<file path="src/lics_pkg.sv">
package lics_pkg;

    // Clock and time base
    localparam int unsigned CLK_HZ            = 20000000;
    localparam int unsigned CLK_PERIOD_NS     = 50;
    localparam int unsigned SPIKE_NS          = 50;
    localparam int unsigned SPIKE_CYCLES      =
        (SPIKE_NS + CLK_PERIOD_NS - 1) / CLK_PERIOD_NS;
    localparam int unsigned TICK_US           = 1000;
    localparam int unsigned TICK_CYCLES       = CLK_HZ / 1000000 * TICK_US;
    localparam int unsigned TIMEOUT_MIN_TENTH = 56;
    localparam int unsigned TIMEOUT_TICKS     =
        TIMEOUT_MIN_TENTH * 360 * 1000;

    // APB register map (byte addresses)
    localparam logic [7:0] ADDR_CHARGE_CFG = 8'h00;
    localparam logic [7:0] ADDR_EOC_CFG    = 8'h04;
    localparam logic [7:0] ADDR_STATUS     = 8'h08;
    localparam logic [7:0] ADDR_SERIAL_CMD = 8'h0C;

    // Charge config fields
    localparam int unsigned CUR_CODE_LSB  = 0;
    localparam int unsigned CUR_CODE_W    = 4;
    localparam int unsigned VREG_SEL_BIT  = 4;
    localparam int unsigned EOC_SEL_LSB   = 0;
    localparam int unsigned EOC_SEL_W     = 2;

    // Current codes: 100 mA + 50 mA per step, max 750 mA
    localparam logic [3:0] CUR_CODE_RESET = 4'h8;
    localparam logic [3:0] CUR_CODE_MAX   = 4'hD;
    localparam logic [9:0] CUR_BASE_MA    = 10'h064;
    localparam logic [9:0] CUR_STEP_MA    = 10'h032;
    localparam logic [9:0] USB_LOW_MA     = 10'h064;
    localparam logic [9:0] PRECHG_MA      = 10'h032;

    // End-of-charge codes
    localparam logic [1:0] EOC_0P10 = 2'h0;
    localparam logic [1:0] EOC_0P15 = 2'h1;
    localparam logic [1:0] EOC_0P20 = 2'h2;

    typedef enum logic [2:0] {
        PH_IDLE,
        PH_PREQUAL,
        PH_CONST_I,
        PH_CONST_V,
        PH_MAINT,
        PH_FAULT
    } lics_phase_type;

    typedef struct packed {
        logic supply_ok;
        logic adaptor_ok;
        logic batt_above_qual;
        logic batt_at_reg;
        logic batt_below_restart;
        logic current_below_eoc;
        logic temp_ok;
        logic retain_ok;
    } lics_sense_type;

    typedef struct packed {
        logic [9:0] charge_current_ma;
        logic       vreg_high;
        logic [1:0] eoc_sel;
        logic       charging;
        logic       charge_done;
        logic       fault;
    } lics_ctrl_type;

endpackage

</file>
<file path="src/lics_sequencer.sv">
// What this block does
// - Prequalify only with supply and adaptor good
// - Prequalify drives small safe current only
// - Above 3.0V move to constant current
// - AC source uses 500mA or programmed
// - USB source starts at 100mA
// - Safety timer starts entering constant current
// - Timer expiry in constant current stops
// - Regulation level reached enters constant voltage
// - Current below threshold raises charge done
// - End threshold 0.1C, 0.15C, 0.2C selectable
// - Maintenance restarts on 200mV sag
// - Temperature out of range stops charging
// - Factory defaults used after power up
// - USB select high 100mA, low programmable
// - AC mode ignores current select pin
// - Serial inputs suppress 50ns spikes
// - Regulation default fixed by variant
// - Temperature recovery restarts sequence, timer, unless the timer has expired
// - Settings kept while battery above 2.85V
//
// Design decisions made here: the address map and the APB register port.
`timescale 1ns/1ps
`default_nettype none

module lics_sequencer #(
    parameter logic        VREG_DEFAULT_HIGH = 1'b1,
    parameter int unsigned TICK_CYCLES_P     = lics_pkg::TICK_CYCLES,
    parameter int unsigned TIMEOUT_TICKS_P   = lics_pkg::TIMEOUT_TICKS
) (
    // Clock and reset
    input  wire logic                  clk,
    input  wire logic                  rst_n,
    // APB slave
    input  wire logic                  psel,
    input  wire logic                  penable,
    input  wire logic                  pwrite,
    input  wire logic [7:0]            paddr,
    input  wire logic [31:0]           pwdata,
    output logic [31:0]                prdata,
    output logic                       pready,
    output logic                       pslverr,
    // Analog comparator sense inputs
    input  wire lics_pkg::lics_sense_type sense,
    // Source selection pins
    input  wire logic                  ac_mode_pin,
    input  wire logic                  usb_current_select_pin,
    // Serial clock and data pins
    input  wire logic                  serial_clk_pin,
    input  wire logic                  serial_data_pin,
    // Controls to the charger
    output lics_pkg::lics_ctrl_type    ctrl,
    output logic                       serial_clk_clean,
    output logic                       serial_data_clean
);

    lics_pkg::lics_phase_type phase_q;
    lics_pkg::lics_sense_type s1_q, s2_q, s3_q, sense_q;
    logic [1:0] pin1_q, pin2_q, pin3_q, pin_q;
    logic [3:0] cur_code_q;
    logic       vreg_high_q;
    logic [1:0] eoc_sel_q;
    logic       timer_expired_q;
    logic [15:0] prescale_q;
    logic [31:0] timer_q;
    logic       tick;
    logic       temp_ok_prev_q;
    logic [1:0] spike_cnt_clk_q, spike_cnt_data_q;
    logic [9:0] cur_ma_d;
    logic       wr_en, rd_en;

    // Three-stage capture of asynchronous inputs
    always_ff @(posedge clk or negedge rst_n) begin
        if (!rst_n) begin
            s1_q    <= '0;
            s2_q    <= '0;
            s3_q    <= '0;
            sense_q <= '0;
            pin1_q  <= '0;
            pin2_q  <= '0;
            pin3_q  <= '0;
            pin_q   <= '0;
        end else begin
            s1_q   <= sense;
            s2_q   <= s1_q;
            s3_q   <= s2_q;
            pin1_q <= {ac_mode_pin, usb_current_select_pin};
            pin2_q <= pin1_q;
            pin3_q <= pin2_q;
            for (int i = 0; i < 8; i++) begin
                if (s2_q[i] == s3_q[i]) begin
                    sense_q[i] <= s3_q[i];
                end
            end
            for (int j = 0; j < 2; j++) begin
                if (pin2_q[j] == pin3_q[j]) begin
                    pin_q[j] <= pin3_q[j];
                end
            end
        end
    end

    // serial spike filter
    // A level must hold past the spike width before it is accepted
    logic [1:0] sc1_q, sc2_q, sc3_q;
    always_ff @(posedge clk or negedge rst_n) begin
        if (!rst_n) begin
            sc1_q             <= 2'h3;
            sc2_q             <= 2'h3;
            sc3_q             <= 2'h3;
            spike_cnt_clk_q   <= '0;
            spike_cnt_data_q  <= '0;
            serial_clk_clean  <= 1'b1;
            serial_data_clean <= 1'b1;
        end else begin
            sc1_q <= {serial_clk_pin, serial_data_pin};
            sc2_q <= sc1_q;
            sc3_q <= sc2_q;
            if (sc2_q[1] != sc3_q[1] || sc3_q[1] == serial_clk_clean) begin
                spike_cnt_clk_q <= '0;
            end else if (spike_cnt_clk_q >=
                         2'(lics_pkg::SPIKE_CYCLES)) begin
                serial_clk_clean <= sc3_q[1];
                spike_cnt_clk_q  <= '0;
            end else begin
                spike_cnt_clk_q <= spike_cnt_clk_q + 2'h1;
            end
            if (sc2_q[0] != sc3_q[0] || sc3_q[0] == serial_data_clean) begin
                spike_cnt_data_q <= '0;
            end else if (spike_cnt_data_q >=
                         2'(lics_pkg::SPIKE_CYCLES)) begin
                serial_data_clean <= sc3_q[0];
                spike_cnt_data_q  <= '0;
            end else begin
                spike_cnt_data_q <= spike_cnt_data_q + 2'h1;
            end
        end
    end

    // APB decode, zero-wait
    assign wr_en = psel && penable && pwrite;
    assign rd_en = psel && !penable && !pwrite;

    // Settings registers
    always_ff @(posedge clk or negedge rst_n) begin
        if (!rst_n) begin
            cur_code_q  <= lics_pkg::CUR_CODE_RESET;
            vreg_high_q <= VREG_DEFAULT_HIGH;
            eoc_sel_q   <= lics_pkg::EOC_0P10;
        end else if (!sense_q.retain_ok) begin
            cur_code_q  <= lics_pkg::CUR_CODE_RESET;
            vreg_high_q <= VREG_DEFAULT_HIGH;
            eoc_sel_q   <= lics_pkg::EOC_0P10;
        end else if (wr_en && paddr == lics_pkg::ADDR_CHARGE_CFG) begin
            if (pwdata[3:0] <= lics_pkg::CUR_CODE_MAX) begin
                cur_code_q <= pwdata[3:0];
            end
            vreg_high_q <= pwdata[lics_pkg::VREG_SEL_BIT];
        end else if (wr_en && paddr == lics_pkg::ADDR_EOC_CFG) begin
            if (pwdata[1:0] != 2'h3) begin
                eoc_sel_q <= pwdata[1:0];
            end
        end
    end

    // APB answer
    always_ff @(posedge clk or negedge rst_n) begin
        if (!rst_n) begin
            prdata  <= '0;
            pready  <= 1'b0;
            pslverr <= 1'b0;
        end else begin
            pready  <= psel && !penable;
            pslverr <= psel && !penable && paddr > lics_pkg::ADDR_STATUS;
            if (rd_en) begin
                case (paddr)
                    lics_pkg::ADDR_CHARGE_CFG:
                        prdata <= {27'h0, vreg_high_q, cur_code_q};
                    lics_pkg::ADDR_EOC_CFG:
                        prdata <= {30'h0, eoc_sel_q};
                    lics_pkg::ADDR_STATUS:
                        prdata <= {27'h0, timer_expired_q, 1'b0,
                                   3'(phase_q)};
                    default:
                        prdata <= '0;
                endcase
            end
        end
    end

    assign tick = (prescale_q == 16'(TICK_CYCLES_P - 1));
    always_ff @(posedge clk or negedge rst_n) begin
        if (!rst_n) begin
            prescale_q <= '0;
        end else if (tick) begin
            prescale_q <= '0;
        end else begin
            prescale_q <= prescale_q + 16'h0001;
        end
    end

    // Sequencer
    always_ff @(posedge clk or negedge rst_n) begin
        if (!rst_n) begin
            phase_q         <= lics_pkg::PH_IDLE;
            timer_q         <= '0;
            timer_expired_q <= 1'b0;
            temp_ok_prev_q  <= 1'b0;
        end else begin
            temp_ok_prev_q <= sense_q.temp_ok;
            if (!sense_q.supply_ok || !sense_q.adaptor_ok) begin
                phase_q <= lics_pkg::PH_IDLE;
            end else if (!sense_q.temp_ok) begin
                phase_q <= lics_pkg::PH_FAULT;
            end else if (!temp_ok_prev_q && phase_q == lics_pkg::PH_FAULT
                         && !timer_expired_q) begin
                phase_q <= lics_pkg::PH_PREQUAL;
                timer_q <= '0;
            end else begin
                case (phase_q)
                    lics_pkg::PH_IDLE: begin
                        phase_q <= lics_pkg::PH_PREQUAL;
                    end
                    lics_pkg::PH_PREQUAL: begin
                        if (sense_q.batt_above_qual) begin
                            phase_q <= lics_pkg::PH_CONST_I;
                            timer_q <= '0;
                        end
                    end
                    lics_pkg::PH_CONST_I: begin
                        if (timer_q >= TIMEOUT_TICKS_P) begin
                            timer_expired_q <= 1'b1;
                            phase_q         <= lics_pkg::PH_FAULT;
                        end else if (sense_q.batt_at_reg) begin
                            phase_q <= lics_pkg::PH_CONST_V;
                        end else if (tick) begin
                            timer_q <= timer_q + 32'h1;
                        end
                    end
                    lics_pkg::PH_CONST_V: begin
                        if (sense_q.current_below_eoc) begin
                            phase_q <= lics_pkg::PH_MAINT;
                        end
                    end
                    lics_pkg::PH_MAINT: begin
                        if (sense_q.batt_below_restart) begin
                            phase_q <= lics_pkg::PH_PREQUAL;
                        end
                    end
                    lics_pkg::PH_FAULT: begin
                        phase_q <= lics_pkg::PH_FAULT;
                    end
                    default: begin
                        phase_q <= lics_pkg::PH_IDLE;
                    end
                endcase
            end
        end
    end

    // Charge current selection
    always_comb begin
        cur_ma_d = lics_pkg::CUR_BASE_MA
                 + 10'(cur_code_q * lics_pkg::CUR_STEP_MA);
        if (phase_q == lics_pkg::PH_PREQUAL) begin
            cur_ma_d = lics_pkg::PRECHG_MA;
        end else if (phase_q != lics_pkg::PH_CONST_I
                     && phase_q != lics_pkg::PH_CONST_V) begin
            cur_ma_d = '0;
        end else if (!pin_q[1] && pin_q[0]) begin
            cur_ma_d = lics_pkg::USB_LOW_MA;
        end
    end

    always_ff @(posedge clk or negedge rst_n) begin
        if (!rst_n) begin
            ctrl <= '0;
        end else begin
            ctrl.charge_current_ma <= cur_ma_d;
            ctrl.vreg_high         <= vreg_high_q;
            ctrl.eoc_sel           <= eoc_sel_q;
            ctrl.charging          <= phase_q == lics_pkg::PH_PREQUAL
                                   || phase_q == lics_pkg::PH_CONST_I
                                   || phase_q == lics_pkg::PH_CONST_V;
            ctrl.charge_done       <= phase_q == lics_pkg::PH_MAINT;
            ctrl.fault             <= phase_q == lics_pkg::PH_FAULT;
        end
    end

endmodule

`default_nettype wire

</file>
<file path="config.mk">
export PLATFORM = sky130hd
export DESIGN_NAME = lics_sequencer
export DESIGN_NICKNAME = d
export VERILOG_FILES = /design/src/lics_pkg.sv /design/src/lics_sequencer.sv
export SDC_FILE = /design/constraint.sdc
export NUM_CORES = 1
export LEC_CHECK = 0
export BUFFER_PORTS_ARGS = -buffer_cell sky130_fd_sc_hd__buf_2
export CORE_MARGIN = 2
export CORE_UTILIZATION = 40
export DETAILED_ROUTE_END_ITERATION = 10
export PLACE_DENSITY_LB_ADDON = 0.15
export SLEW_MARGIN = 20
export SYNTH_ARGS = -nofsm -noshare
export SYNTH_HDL_FRONTEND = slang
export SYNTH_SLANG_ARGS = --single-unit
</file>
<file path="constraint.sdc">
create_clock -name clk -period 2.8 [get_ports clk]
set_input_delay 0.42 -clock clk [delete_from_list [all_inputs] [get_ports clk]]
set_output_delay 0.42 -clock clk [all_outputs]
set_load 0.01 [all_outputs]
</file>
==> flow_metrics.py <==
metrics = {
    "sta": {
        "worst_pin_slew_ns": 0.729,
        "rsz0062_at_grt": "false",
        "setup_viol": 0,
        "final-hold-violation-count": 0,
        "finalSetupTns_ns": 0,
        "slew_viol_final": 0,
        "period_share": 0.846,
        "max-slew-margin-rel": 0.510,
        "min_period_ns": 2.37,
        "fmax_mhz": 422,
        "finClkSkew_ns": 0.0111,
    },
    "floorplanning": {
        "initial_utilization": 0.406,
        "die_w_um": 128,
        "num_io_pins": 109,
        "rows": 45,
        "fp.dieH_um": 128,
        "dieArea_um2": 16300,
        "coreArea_um2": 15100,
    },
    "logic_synthesis": {
        "synthCells": 550,
        "synth.ff_latch_count": 134,
        "yosysWarnings": 0,
        "synth_area_leaders": "dfrtp_1, dfstp_2, mux2i_1, buf_4, ha_1",
        "synth.distinct_cells": 60,
        "ys_seq_area_frac": 0.549,
        "synth-async-reset-ratio": 1.00,
        "synth_largest_area_cell": "dfrtp_1",
        "ys.flop_type": "dfrtp_1",
        "yosysTopAreaCellShare": 0.507,
        "synth_edf_count": 0,
        "avgSynthCellArea_um2": 11.1,
        "synth_area_um2": 6130,
    },
    "worst_setup_path": {
        "path_delay_family": "adder cells",
        "cp.required_ns": 3.09,
        "cp-end-kind": "register",
        "critPathLaunchType": "register",
        "crit_arrival_ns": 2.66,
        "crit_fanout": 7,
        "max_stage_delay_ns": 0.50,
        "crit_slowest_cell": "fa_1",
        "critPathKind": "reg2reg",
        "path_buf_inv": 0,
        "cp_cell_sequence": "ha_1 -> ha_1 -> fa_1 -> a311oi_1 -> nor2_1 -> o21ai_0 -> xnor2_1 -> nor2_1",
    },
    "route": {
        "dr.first_iter.drc_count": 241,
        "vias": 4198,
        "antenna_left": 0,
        "totalWireLength_um": 11700,
        "routed_via_density": 5.18,
        "drc": 0,
        "wire_per_inst_um": 14.4,
        "drt_first_pass_iters": 4,
    },
    "final_layout": {
        "instances_no_fill": 810,
        "final_util": 0.471,
        "diodes": 0,
        "layout-area-overhead-vs-synth_pct": 16.1,
        "final_nets": 681,
        "final_area_um2": 7110,
        "drive_above_1_share": 0.195,
    },
    "global_route": {
        "busiest_layer": "met2",
        "grt_pass1_vias": 4090,
        "use_met1": 0.207,
        "grtUsageTotal": 0.151,
        "antenna_found_initial": 0,
        "grt_max_degree": 60,
        "overflow": 0,
        "met3_usage": 0.0330,
        "grt_use_met2": 0.235,
        "grt_pass1_wl_um": 19800,
    },
    "cts": {
        "clock_latency_ns": 0.42,
        "cts_root_buf": "clkbuf_16",
        "clkSlewWorstSetupHoldPaths_ns": 0.06,
        "post_cts_buffers": 0,
        "cts_made_buffers": 17,
        "ctsResizeCount": 0,
        "cts.sink_count": 134,
        "cts_htree_levels": 4,
        "clockBufferDepth": 2,
        "cts_tree": "done",
    },
    "place": {
        "dp.cells": 777,
        "placed_area_um2": 6520,
        "gp_congestion": 0.817,
        "io_buffers": 53,
        "hpwl_um": 7900,
    },
    "status": {
        "outcome": "complete, no violations",
    },
    "pwr": {
        "power.density_nw_per_um2": 623,
        "p_leak_nw": 3.34,
        "total_power_mw": 4.43,
        "peakVddDrop_v": 0.000539,
    },
    "worst_hold_path": {
        "hold_class": "in2reg",
    },
    "run": {
        "maxCapViolations": 0,
    },
}
metal layers:
metal / vias to the layer above / wire [um]
met5: - / 0
met4: 0 / 185
met3: 15 / 369
met2: 78 / 5490
met1: 2087 / 5610
li1: 2018 / -
cell families (layout without fill, tap and decap cells):
kind of cell	Yosys count	in the layout	synth area share
other	1	28	0.000612
flip-flops	134	134	0.549
buffers and inverters	74	119	0.0664
adder cells (fa/ha/maj)	25	25	0.0482
multiplexers	30	30	0.0498
AO/OA/AOI/OAI	88	88	0.0995
XOR/XNOR	22	22	0.0315
AND/OR/NAND/NOR	176	176	0.155
cell usage in the layout, fill, tap and decap left out, drive strengths merged, types with 4 or more instances in the layout:
cell type / Yosys / layout
and2: 12 / 12
mux2i: 26 / 26
nor2: 29 / 29
nor4: 5 / 5
nand4: 17 / 17
dfrtp: 124 / 124
a2bb2oi: 4 / 4
conb: 1 / 28
clkbuf: 17 / 19
nand3: 28 / 28
xnor2: 14 / 14
o31ai: 5 / 5
and3: 15 / 15
a21oi: 29 / 29
inv: 21 / 28
ha: 14 / 14
buf: 36 / 65
mux2: 4 / 4
o21ai: 12 / 12
and4: 6 / 6
xor2: 8 / 8
dfstp: 10 / 10
nor3: 7 / 7
a31oi: 7 / 7
o221a: 4 / 4
maj3: 10 / 10
nor2b: 7 / 7
nand2: 33 / 33
nand4b: 4 / 4
state kept, by name (all words and copies together) (netlist names), 2 cells and up:
register	flops
s3_q	8
pin_q	2
spike_cnt_clk_q	2
phase_q	3
ctrl	15
sc3_q	2
sense_q	8
s2_q	8
timer_q	32
cur_code_q	4
eoc_sel_q	2
prescale_q	16
pin1_q	2
pin3_q	2
spike_cnt_data_q	2
prdata	5
sc1_q	2
sc2_q	2
s1_q	8
pin2_q	2
worst paths after layout:
check	depth (start not counted)	start	slack [ns]	endpoint
worst max-delay path	8	cur_code_q[1]	0.43	ctrl[15]
worst min-delay path	1	serial_clk_pin	0.11	sc1_q[1]
worst max register to register	8	cur_code_q[1]	0.43	ctrl[15]
worst min register to register	0	s1_q[4]	0.35	s2_q[4]
max in group asynchronous	3	rst_n	1.50	sc1_q[0]
min in group asynchronous	2	rst_n	0.52	ctrl[15]
synth_stat cells, types with 2 or more instances:
cell	count
nor4_1	5
nor3_1	7
nand3_1	28
a32o_1	2
a22o_1	2
mux2i_1	26
nand2b_1	3
nand2_1	33
xor2_1	8
nor2b_1	7
a211oi_1	2
and3_1	15
mux2_2	4
buf_6	2
and2_1	12
a41oi_1	2
a2bb2oi_1	3
and4_1	6
or3_1	2
nand4_1	17
o221a_2	4
nor3b_1	2
a21boi_0	2
nand4b_1	4
o211a_1	3
a21oi_1	29
buf_2	6
o21ai_0	12
dfstp_2	10
xnor2_1	14
ha_1	14
nor2_1	29
o31ai_1	4
dfrtp_1	124
a21o_1	2
a31oi_1	7
inv_1	21
maj3_1	10
o211ai_1	2
clkbuf_1	16
a22oi_1	3
buf_4	28
timing repair:
action                                  CTS  global route
hold buffers                              1             0
hold endpoints to repair                 50             0
endpoints found under the setup margin    0             0
per-stage QoR:
step	worst slack (ns)	hold slack (ns)
2_1_floorplan	0.606	0.124
3_3_place_gp	0.457	0.332
3_5_place_dp	0.444	0.336
4_1_cts	0.432	0.0876
5_1_grt	0.277	0.0900
6_report	0.432	0.106
area by class of cell:
cell class,instances,area [um2]
clock buffer,19,443
timing repair buffer,66,384
tap,188,235
sequential,134,3370
inverter,21,78.8
multi-input combinational,369,2470
fill,1392,7980
clock inverter,13,138
power by group:
part / internal (mW) / switching, mW
registers: 2.01 / 0.0409
clock network: 1.27 / 0.883
logic: 0.0823 / 0.137
total: 3.37 / 1.06
No activity file was read; power rests on OpenSTA's default activity.
